### config.mk
export PLATFORM = sky130hd
export DESIGN_NAME = rxja_top
export DESIGN_NICKNAME = d
export VERILOG_FILES = /design/src/rtl/rxja_pkg.sv /design/src/rtl/rxja_bit_mem.sv /design/src/rtl/rxja_top.sv
export SDC_FILE = /design/constraint.sdc
export NUM_CORES = 1
export LEC_CHECK = 0
export BUFFER_PORTS_ARGS = -buffer_cell sky130_fd_sc_hd__buf_2
export CORE_MARGIN = 8
export CORE_UTILIZATION = 57
export DETAILED_ROUTE_END_ITERATION = 10
export HOLD_SLACK_MARGIN = 0.08
export PLACE_DENSITY = 0.78
export SETUP_SLACK_MARGIN = 0.2
export SLEW_MARGIN = 20
export SYNTH_ARGS = -nofsm -noshare
export SYNTH_HDL_FRONTEND = slang
export SYNTH_SLANG_ARGS = --single-unit
### constraint.sdc
create_clock -name mclk -period 12.3 [get_ports mclk]
set_input_delay 2.46 -clock mclk [delete_from_list [all_inputs] [get_ports mclk]]
set_output_delay 2.46 -clock mclk [all_outputs]
set_load 0.005 [all_outputs]
### src/rtl/rxja_pkg.sv
/*
 Constants of the receive jitter attenuator: register offsets, field positions,
 reset values, FIFO depths, limit thresholds and loop constants.
 Assumes a 125 MHz mclk and an 8-bit register port per link.
*/
package rxja_pkg;
   // Register offsets inside one link's page
   localparam logic [7:0] OFS_ATTEN_CONFIG = 8'h27;
   localparam logic [7:0] OFS_IRQ_ENABLE = 8'h34;
   localparam logic [7:0] OFS_MEASURE_VALUE = 8'h39;
   localparam logic [7:0] OFS_IRQ_STATUS = 8'h3b;
   localparam logic [7:0] OFS_REF_CLOCK_CTRL = 8'h3e;
   // Attenuator configuration fields
   localparam int CFG_ENABLE_BIT = 0;
   localparam int CFG_DEPTH_LSB = 1;
   localparam int CFG_BANDWIDTH_BIT = 3;
   localparam int CFG_LIMIT_BIT = 4;
   localparam int CFG_PEAK_MODE_BIT = 5;
   // Interrupt enable, status and reference clock fields
   localparam int IRQ_ATTEN_BIT = 0;
   localparam int STAT_LOSS_BIT = 1;
   localparam int REF_FALLBACK_BIT = 0;
   localparam int REF_A_SEL_LSB = 2;
   localparam int REF_B_SEL_LSB = 4;
   // Reset values
   localparam logic [7:0] CONFIG_RESET = 8'h00;
   localparam logic [7:0] REF_CTRL_RESET = 8'h00;
   // Depth select codes and depths in bit positions
   localparam logic [1:0] DEPTH_SEL_32 = 2'h0;
   localparam logic [1:0] DEPTH_SEL_64 = 2'h1;
   localparam logic [7:0] DEPTH_32 = 8'h20;
   localparam logic [7:0] DEPTH_64 = 8'h40;
   localparam logic [7:0] DEPTH_128 = 8'h80;
   // Distance from full or empty at which rate adjustment starts
   localparam logic [7:0] LIMIT_THR_32 = 8'h02;
   localparam logic [7:0] LIMIT_THR_64 = 8'h03;
   localparam logic [7:0] LIMIT_THR_128 = 8'h04;
   // Corner frequencies in units of 0.01 Hz
   localparam int CF_T1_WIDE_CHZ = 500;
   localparam int CF_T1_NARROW_CHZ = 126;
   localparam int CF_E1_WIDE_CHZ = 677;
   localparam int CF_E1_NARROW_CHZ = 87;
   // Integral gain shifts; a larger shift gives a lower corner
   localparam logic [4:0] KI_SHIFT_T1_WIDE = 5'h0a;
   localparam logic [4:0] KI_SHIFT_T1_NARROW = 5'h0c;
   localparam logic [4:0] KI_SHIFT_E1_WIDE = 5'h0a;
   localparam logic [4:0] KI_SHIFT_E1_NARROW = 5'h0d;
   localparam int KI_SCALE = 12;
   localparam int KP_SHIFT = 6;
   localparam int LIMIT_STEP_SHIFT = 3;
   // Read clock oscillator, 24-bit phase accumulator on mclk
   localparam int NCO_BITS = 24;
   localparam longint MCLK_KHZ = 125000;
   localparam longint T1_RATE_KHZ = 1544;
   localparam longint E1_RATE_KHZ = 2048;
   localparam logic [23:0] NOM_STEP_T1 = 24'((T1_RATE_KHZ * (64'd1 << NCO_BITS)) / MCLK_KHZ);
   localparam logic [23:0] NOM_STEP_E1 = 24'((E1_RATE_KHZ * (64'd1 << NCO_BITS)) / MCLK_KHZ);
endpackage : rxja_pkg

### src/rtl/rxja_bit_mem.sv
/*
 One-bit-wide FIFO store of the attenuator, with registered read data.
 Assumes the caller keeps addresses below DEPTH.
*/
`timescale 1ns/100ps
module rxja_bit_mem #(
   parameter int DEPTH = 128,
   parameter int AW = 7
) (
   input wire logic mclk,
   input wire logic wrEn,
   input wire logic [AW-1:0] wrAddr,
   input wire logic wrData,
   input wire logic rdEn,
   input wire logic [AW-1:0] rdAddr,
   output logic rdData
);
   logic [DEPTH-1:0] store;

   generate
      if (DEPTH > (1 << AW)) begin : g_bad
         $error("rxja_bit_mem: DEPTH exceeds address range");
      end
   endgenerate

   // Write port
   always_ff @(posedge mclk) begin
      if (wrEn) begin
         store[wrAddr] <= wrData;
      end
   end

   // Read port; data one cycle after the enable
   always_ff @(posedge mclk) begin
      if (rdEn) begin
         rdData <= store[rdAddr];
      end
   end
endmodule : rxja_bit_mem

### src/rtl/rxja_top.sv
/*
 Receive jitter attenuator of one link, with the two reference clock selectors.
 Assumes recovered bit strobes, link clocks and loss flags are synchronous to mclk,
 and a register port with one-cycle write and read strobes.
*/
// Behaviour
// RL1: Per-link enable bit inserts or bypasses the attenuator.
// RL2: Two-bit field selects FIFO depth of 32, 64 or 128.
// RL3: Latency is half the selected depth.
// RL4: Write on recovered strobe, read on smoothed loop-generated strobe.
// RL5: T1/J1 bandwidth bit selects 5 Hz or 1.26 Hz corner.
// RL6: E1 bandwidth bit selects 6.77 Hz or 0.87 Hz corner.
// RL7: Only jitter above the corner is filtered.
// RL8: Overflow or underflow sets a latched status flag.
// RL9: Flag with its enable drives the active-low interrupt.
// RL10: Limit bit speeds or slows reads near full or empty.
// RL11: Adjustment starts 2, 3 or 4 positions from the ends.
// RL12: Measure mode 0 writes live pointer distance to seven bits.
// RL13: Measure mode 1 keeps the larger distance (peak hold).
// RL14: Two reference outputs each pick one of four link clocks.
// RL15: On loss, output carries master clock or high per fallback bit.
// RL16: Recovered strobe keeps data phase, also without pulses.
// RL17: Per-link loss status bit readable; drives the fallback.
// RL18: Enable or reset starts pointers half the depth apart.
`timescale 1ns/100ps
module rxja_top #(
   parameter int LINK_ID = 0,
   parameter int MAX_DEPTH = 128
) (
   input wire logic mclk,
   input wire logic reset,
   input wire logic [9:0] regAddr,
   input wire logic regWrEn,
   input wire logic [7:0] regWrData,
   input wire logic regRdEn,
   output logic [7:0] regRdData,
   input wire logic e1Mode,
   input wire logic rxBit,
   input wire logic rxBitStrobe,
   input wire logic [3:0] linkClk,
   input wire logic [3:0] signalLossStatus,
   input wire logic oscillatorInput,
   output logic jaDataOut,
   output logic jaDataStrobe,
   output logic irqN,
   output logic refClockOutA,
   output logic refClockOutB
);
   generate
      if (LINK_ID < 0 || LINK_ID > 3 || MAX_DEPTH != 128) begin : g_bad
         $error("rxja_top: LINK_ID must be 0..3 and MAX_DEPTH 128");
      end
   endgenerate

   localparam logic [1:0] LINK_PAGE = 2'(LINK_ID);

   logic attenEnable_r, attenBandwidthSel_r, attenLimitEnable_r, pointerMeasurePeakMode_r;
   logic [1:0] attenDepthSel_r, depthSelPrev_r, refOutALinkSel_r, refOutBLinkSel_r;
   logic enablePrev_r, attenFlowErrorIrqEn_r, attenFlowErrorFlag_r, refOutFallbackHigh_r;
   logic [6:0] pointerDistanceValue_r, wrPtr_r, rdPtr_r, ptrMask;
   logic [7:0] fill_r, depth, halfDepth, limitThr;
   logic restart, wrReq, rdReq, overflow, underflow, memRdData, readPend_r, rdTick_r;
   logic nearFull, nearEmpty;
   logic [6:0] satFill;
   logic [4:0] kiShift;
   logic [23:0] freqWord_r, phaseAcc_r, stepBase, ncoStep;
   logic signed [24:0] fillErr;
   logic [24:0] phaseSum;
   logic pageHit, resetPrev_r;

   assign pageHit = regAddr[9:8] == LINK_PAGE;

   // Configuration and control registers
   always_ff @(posedge mclk) begin
      if (reset) begin
         attenEnable_r <= 1'b0;
         attenDepthSel_r <= 2'h0;
         attenBandwidthSel_r <= 1'b0;
         attenLimitEnable_r <= 1'b0;
         pointerMeasurePeakMode_r <= 1'b0;
         attenFlowErrorIrqEn_r <= 1'b0;
         refOutFallbackHigh_r <= 1'b0;
         refOutALinkSel_r <= 2'h0;
         refOutBLinkSel_r <= 2'h0;
      end else if (regWrEn && pageHit) begin
         case (regAddr[7:0])
            rxja_pkg::OFS_ATTEN_CONFIG: begin
               attenEnable_r <= regWrData[rxja_pkg::CFG_ENABLE_BIT]; // RL1
               attenDepthSel_r <= regWrData[rxja_pkg::CFG_DEPTH_LSB +: 2];
               attenBandwidthSel_r <= regWrData[rxja_pkg::CFG_BANDWIDTH_BIT];
               attenLimitEnable_r <= regWrData[rxja_pkg::CFG_LIMIT_BIT];
               pointerMeasurePeakMode_r <= regWrData[rxja_pkg::CFG_PEAK_MODE_BIT];
            end
            rxja_pkg::OFS_IRQ_ENABLE: begin
               attenFlowErrorIrqEn_r <= regWrData[rxja_pkg::IRQ_ATTEN_BIT];
            end
            rxja_pkg::OFS_REF_CLOCK_CTRL: begin
               refOutFallbackHigh_r <= regWrData[rxja_pkg::REF_FALLBACK_BIT];
               refOutALinkSel_r <= regWrData[rxja_pkg::REF_A_SEL_LSB +: 2];
               refOutBLinkSel_r <= regWrData[rxja_pkg::REF_B_SEL_LSB +: 2];
            end
            default: begin
            end
         endcase
      end
   end

   // Depth, half depth and limit threshold from the select field
   always_comb begin
      case (attenDepthSel_r)
         rxja_pkg::DEPTH_SEL_32: begin
            depth = rxja_pkg::DEPTH_32; // RL2
            limitThr = rxja_pkg::LIMIT_THR_32; // RL11
         end
         rxja_pkg::DEPTH_SEL_64: begin
            depth = rxja_pkg::DEPTH_64;
            limitThr = rxja_pkg::LIMIT_THR_64;
         end
         default: begin
            depth = rxja_pkg::DEPTH_128;
            limitThr = rxja_pkg::LIMIT_THR_128;
         end
      endcase
      halfDepth = depth >> 1; // RL3
      ptrMask = 7'(depth - 8'h01);
   end

   // Any enable rise or depth change restarts the FIFO centred
   always_ff @(posedge mclk) begin
      if (reset) begin
         enablePrev_r <= 1'b0;
         depthSelPrev_r <= 2'h0;
      end else begin
         enablePrev_r <= attenEnable_r;
         depthSelPrev_r <= attenDepthSel_r;
      end
   end
   assign restart = (attenEnable_r && !enablePrev_r) || (attenDepthSel_r != depthSelPrev_r);

   // Recovered strobe writes, loop tick reads; flow errors recentre
   assign wrReq = attenEnable_r && rxBitStrobe; // RL4 RL16
   assign rdReq = attenEnable_r && rdTick_r; // RL4
   assign overflow = wrReq && !rdReq && fill_r == depth; // RL8
   assign underflow = rdReq && !wrReq && fill_r == 8'h00; // RL8

   always_ff @(posedge mclk) begin
      if (reset || restart || overflow || underflow) begin
         wrPtr_r <= 7'(halfDepth); // RL18
         rdPtr_r <= 7'h00;
         fill_r <= halfDepth; // RL3
      end else begin
         if (wrReq) begin
            wrPtr_r <= (wrPtr_r + 7'h01) & ptrMask;
         end
         if (rdReq) begin
            rdPtr_r <= (rdPtr_r + 7'h01) & ptrMask;
         end
         if (wrReq && !rdReq) begin
            fill_r <= fill_r + 8'h01;
         end else if (rdReq && !wrReq) begin
            fill_r <= fill_r - 8'h01;
         end
      end
   end

   rxja_bit_mem #(
      .DEPTH(MAX_DEPTH),
      .AW(7)
   ) u_mem (
      .mclk(mclk),
      .wrEn(wrReq && !overflow),
      .wrAddr(wrPtr_r),
      .wrData(rxBit),
      .rdEn(rdReq && !underflow),
      .rdAddr(rdPtr_r),
      .rdData(memRdData)
   );

   // Output stage; bypass passes the recovered bit straight through
   always_ff @(posedge mclk) begin
      if (reset) begin
         readPend_r <= 1'b0;
         jaDataOut <= 1'b0;
         jaDataStrobe <= 1'b0;
      end else begin
         readPend_r <= rdReq && !underflow && !restart;
         jaDataOut <= attenEnable_r ? memRdData : rxBit; // RL1
         jaDataStrobe <= attenEnable_r ? readPend_r : rxBitStrobe; // RL1
      end
   end

   // Loop gain from line mode and bandwidth bit
   always_comb begin
      case ({e1Mode, attenBandwidthSel_r})
         2'h0: kiShift = rxja_pkg::KI_SHIFT_T1_WIDE; // RL5
         2'h1: kiShift = rxja_pkg::KI_SHIFT_T1_NARROW; // RL5
         2'h2: kiShift = rxja_pkg::KI_SHIFT_E1_WIDE; // RL6
         default: kiShift = rxja_pkg::KI_SHIFT_E1_NARROW; // RL6
      endcase
   end

   // Fill error drives a proportional-integral loop; slow wander passes
   assign fillErr = $signed({17'h00000, fill_r}) - $signed({17'h00000, halfDepth});
   assign stepBase = freqWord_r + 24'(fillErr <<< rxja_pkg::KP_SHIFT); // RL7
   assign nearFull = fill_r >= depth - limitThr; // RL11
   assign nearEmpty = fill_r <= limitThr; // RL11

   // Limit nudges the read rate, at the cost of jitter quality
   always_comb begin
      ncoStep = stepBase;
      if (attenLimitEnable_r && nearFull) begin
         ncoStep = stepBase + (stepBase >> rxja_pkg::LIMIT_STEP_SHIFT); // RL10
      end else if (attenLimitEnable_r && nearEmpty) begin
         ncoStep = stepBase - (stepBase >> rxja_pkg::LIMIT_STEP_SHIFT); // RL10
      end
   end
   assign phaseSum = {1'b0, phaseAcc_r} + {1'b0, ncoStep};

   // Oscillator and integrator; integrator learns the line rate
   always_ff @(posedge mclk) begin
      if (reset) begin
         phaseAcc_r <= 24'h000000;
         rdTick_r <= 1'b0;
         freqWord_r <= rxja_pkg::NOM_STEP_T1;
      end else if (!attenEnable_r || restart) begin
         phaseAcc_r <= 24'h000000;
         rdTick_r <= 1'b0;
         freqWord_r <= e1Mode ? rxja_pkg::NOM_STEP_E1 : rxja_pkg::NOM_STEP_T1;
      end else begin
         phaseAcc_r <= phaseSum[23:0];
         rdTick_r <= phaseSum[24]; // RL4
         if (rdTick_r) begin
            freqWord_r <= freqWord_r + 24'((fillErr <<< rxja_pkg::KI_SCALE) >>> kiShift); // RL7
         end
      end
   end

   // Pointer distance measurement, saturated to seven bits
   assign satFill = fill_r[7] ? 7'h7f : fill_r[6:0];
   always_ff @(posedge mclk) begin
      if (reset) begin
         pointerDistanceValue_r <= 7'h00;
      end else if (!pointerMeasurePeakMode_r) begin
         pointerDistanceValue_r <= satFill; // RL12
      end else if (satFill > pointerDistanceValue_r) begin
         pointerDistanceValue_r <= satFill; // RL13
      end
   end

   // Sticky flow error; a new error beats a same-cycle clear
   always_ff @(posedge mclk) begin
      if (reset) begin
         attenFlowErrorFlag_r <= 1'b0;
      end else if (overflow || underflow) begin
         attenFlowErrorFlag_r <= 1'b1; // RL8
      end else if (regWrEn && pageHit && regAddr[7:0] == rxja_pkg::OFS_IRQ_STATUS
                   && regWrData[rxja_pkg::IRQ_ATTEN_BIT]) begin
         attenFlowErrorFlag_r <= 1'b0;
      end
   end

   // Interrupt pin, low while flag and enable are both set
   always_ff @(posedge mclk) begin
      if (reset) begin
         irqN <= 1'b1;
      end else begin
         irqN <= !(attenFlowErrorFlag_r && attenFlowErrorIrqEn_r); // RL9
      end
   end

   // Reference clock selectors with loss fallback
   always_ff @(posedge mclk) begin
      if (reset) begin
         refClockOutA <= 1'b0;
         refClockOutB <= 1'b0;
      end else begin
         refClockOutA <= signalLossStatus[refOutALinkSel_r] ? // RL17
            (refOutFallbackHigh_r | oscillatorInput) : linkClk[refOutALinkSel_r]; // RL14 RL15
         refClockOutB <= signalLossStatus[refOutBLinkSel_r] ?
            (refOutFallbackHigh_r | oscillatorInput) : linkClk[refOutBLinkSel_r]; // RL14 RL15
      end
   end

   // Register read-back, data one cycle after the strobe
   always_ff @(posedge mclk) begin
      if (reset) begin
         regRdData <= 8'h00;
      end else if (regRdEn) begin
         regRdData <= 8'h00;
         if (pageHit) begin
            case (regAddr[7:0])
               rxja_pkg::OFS_ATTEN_CONFIG: regRdData <= {2'h0, pointerMeasurePeakMode_r, attenLimitEnable_r,
                  attenBandwidthSel_r, attenDepthSel_r, attenEnable_r};
               rxja_pkg::OFS_IRQ_ENABLE: regRdData <= {7'h00, attenFlowErrorIrqEn_r};
               rxja_pkg::OFS_MEASURE_VALUE: regRdData <= {1'b0, pointerDistanceValue_r}; // RL12
               rxja_pkg::OFS_IRQ_STATUS: regRdData <= {6'h00, signalLossStatus[LINK_ID],
                  attenFlowErrorFlag_r}; // RL17
               rxja_pkg::OFS_REF_CLOCK_CTRL: regRdData <= {2'h0, refOutBLinkSel_r, refOutALinkSel_r,
                  1'b0, refOutFallbackHigh_r};
               default: regRdData <= 8'h00;
            endcase
         end
      end
   end

   // Outputs still show the last reset edge one cycle after release, so checks wait one edge more
   always_ff @(posedge mclk) begin
      resetPrev_r <= reset;
   end
endmodule : rxja_top

==> results.cfg <==
[placed_design]
dp.cells = 2046
placed_area_sq_um = 16430
numPortBuffers = 43
routabilityCongestion = 0.9349
dp_hpwl_mm = 27.01

[flow_run]
drv_cap = 0

[drt]
wl_per_cell_microns = 18.93
ant_nets = 0
drtPass1Iterations = 8
vias = 13160
drc_errors = 0
routed_wl_mm = 39.65
initialDrtViolationCount = 1241
viasPerCell = 6.285

[floorplanning]
die_w_microns = 183.4
die_y_microns = 183.4
row_count = 61
dieArea_sq_um = 33640
num_io_pins = 47
core-area_sq_um = 27710
start_util_pct = 57.66

[synth]
syn_area_sq_um = 15970
synthCells = 1691
ys_types = 88
ys_seq_area_share_pct = 38.54
async_flop_share_pct = 0
yosysWarnings = 0
ys.flop_type = edfxtp_1
synth_seq_cells = 236
synth_edf_count = 143
avgSynthCellArea_sq_um = 9.447

[setup_path]
critPathMaxFanout = 12
worstRegToRegCells = 26
cp-end-kind = register
cp-start-kind = register
critical_path_required_ns = 12.72
cp.arrival_ns = 8.25
crit_type = reg -> reg
rrSetupSlack_ns = 4.48

[global_route]
grt_max_degree = 130
antenna_found_initial = 0
grt_pass1_vias = 12770
grt_overflow_total = 0
track_usage_pct = 23.03
grt_pass1_wl_mm = 64.36

[final_layout]
n_antenna_cell = 0
fin_area_sq_um = 17260
nets = 1862
mostFrequentLayoutCells = nor2_1, edfxtp_1, a21oi_1
layout_commonest_cell = nor2_1
fill_cells = 2256
seq_area_sq_um = 6157
syn2layout_area_growth_pct = 8.021
drive_above_1_share_pct = 9.674
stdcell_count = 2094
final_util_pct = 62.28
multi_input_area_sq_um = 9204

[sta]
tns_ns = 0
fmax_mhz = 127.8
hold_viol = 0
finalSetupViolations = 0
maxSlewHeadroom_pct = 24.32
worstMarginPinSlew_ns = 1.132
post-route-period-util_pct = 63.59
rsz0062_at_grt = false
fin_crit_ns = 7.822
drv_slew = 0
fin_worst_skew_ns = 0.01177

[clock_tree]
ctsLongestPathBuffers = 3
hold_buffers = 0
ctsResizeCount = 0
cts_tree = yes
post-cts-setup-buffer-count = 0
cts_sinks = 236
clk_pin_slew_ns = 0.06
htreeDepth = 1
cts_buffers = 26
cts-root-buf = clkbuf_16
clk_latency_ns = 0.55

[outcome]
status = finished, final reports clean

[hold_path]
min_path_cells = 1
hold_path_class = reg -> reg

[power]
swShare_pct = 34.46
p_seq_share_pct = 36.6
pwr-share-clk_pct = 32.1
vdd_drop_max_v = 0.0001164
internal-power_mw = 1.540
power_mw = 2.350
power_density_nw_per_um2 = 136.2
comb_power_share_pct = 31.3
power_switching_mw = 0.8097
leakagePower_nw = 6.521
-- power by group through the flow --
| stage | logic, mW | clock network [mW] | registers (mW) |
|---|---|---|---|
| floorplan | 0.563 | 0 | 0.870 |
| global placement | 0.703 | 0 | 0.875 |
| detailed placement | 0.715 | 0 | 0.876 |
| CTS | 0.721 | 0.768 | 0.859 |
| global route | 0.816 | 0.793 | 0.860 |
| finish | 0.736 | 0.754 | 0.860 |
-- through the flow --
stage,hold slack (ns),setup WS [ns]
floorplan,0.3926,5.942
global placement,0.4104,4.846
detailed placement,0.4127,4.684
CTS,0.4326,4.582
global route,0.4552,3.961
finish,0.4347,4.478
-- cells in the mapped netlist (all sizes together) (18+ instances only) --
library cell | number | area, sq um
nor2 | 270 | 1013
edfxtp | 143 | 4294
a21oi | 141 | 705.7
ha | 125 | 1564
nand2 | 109 | 409.1
dfxtp | 93 | 1862
inv | 82 | 307.8
o21ai | 79 | 399.1
clkbuf | 59 | 221.5
xnor2 | 47 | 430.4
mux4 | 46 | 1036
a21o | 32 | 241.5
nand3 | 31 | 155.2
nor3 | 28 | 145.1
mux2i | 26 | 260.3
xor2 | 26 | 227.7
nor2b | 25 | 156.4
nand2b | 23 | 143.9
o21bai | 20 | 161.4
o22ai | 20 | 125.1
buf | 18 | 91.34
-- state kept, by name (all words and copies together), names as in the netlist, 2 cells and up --
name                    flops
refOutALinkSel_r            2
rdPtr_r                     7
pointerDistanceValue_r      7
attenDepthSel_r             2
regRdData                   7
refOutBLinkSel_r            2
freqWord_r                 24
phaseAcc_r                 24
depthSelPrev_r              2
wrPtr_r                     7
fill_r                      8
u_mem.store               128
-- routing by layer --
| metal | vias up | track usage, % | wire (microns) |
|---|---|---|---|
| li1 | 6217 | - | - |
| met1 | 6416 | 29.68 | 16780 |
| met2 | 451 | 40.05 | 19570 |
| met3 | 77 | 2.671 | 2348 |
| met4 | 0 | 6.994 | 957 |
| met5 | - | 0 | 0 |
-- critical path, cell delays in order (launching register included) --
cell and delay, ns:
dfxtp_1 0.45, nor2_1 0.43, ha_1 0.23, inv_1 0.06, fa_1 0.40, a211o_1 0.36, inv_1 0.37, ha_1 0.46
nand4_1 0.24, nor4_1 0.34, nor2_1 0.13, a211o_1 0.30, and3_1 0.22, or2_1 0.32, ha_1 0.38, inv_1 0.11
nand2_1 0.10, or3_1 0.35, o21ai_1 0.31, a21oi_1 0.19, and2_1 0.20, a211o_1 0.29, ha_1 0.37, nand3_1 0.15
a2111oi_0 0.68, o21a_1 0.22, nor3_1 0.04
-- cell families after synthesis --
| logic type | share of synthesized area [%] |
|---|---|
| simple gates | 16.35 |
| compound gates | 17.93 |
| flops | 38.54 |
| buf+inv | 3.908 |
| fa+ha+maj | 10.67 |
| mux | 8.326 |
| xor+xnor | 4.261 |
| other cells | 0.02348 |
-- final cells by class --
cell class	count	area share, %
clock buffer	31	3.937
timing repair buffer	53	1.682
clock inverter	17	0.8121
tap	378	2.741
multi-input combinational	1296	53.34
sequential	236	35.68
inverter	83	1.806
-- worst paths after layout --
| kind | endpoint | startpoint |
|---|---|---|
| hold reg to reg | irqN$_SDFF_PP1_ | attenFlowErrorFlag_r$_SDFFE_PP0P_ |
| setup reg to reg | phaseAcc_r[23]$_SDFF_PP0_ | attenDepthSel_r[1]$_SDFFE_PP0P_ |
| hold / removal | irqN$_SDFF_PP1_ | attenFlowErrorFlag_r$_SDFFE_PP0P_ |
| setup / recovery | phaseAcc_r[23]$_SDFF_PP0_ | attenDepthSel_r[1]$_SDFFE_PP0P_ |
Note: power is estimated with default switching activity, not from simulation.
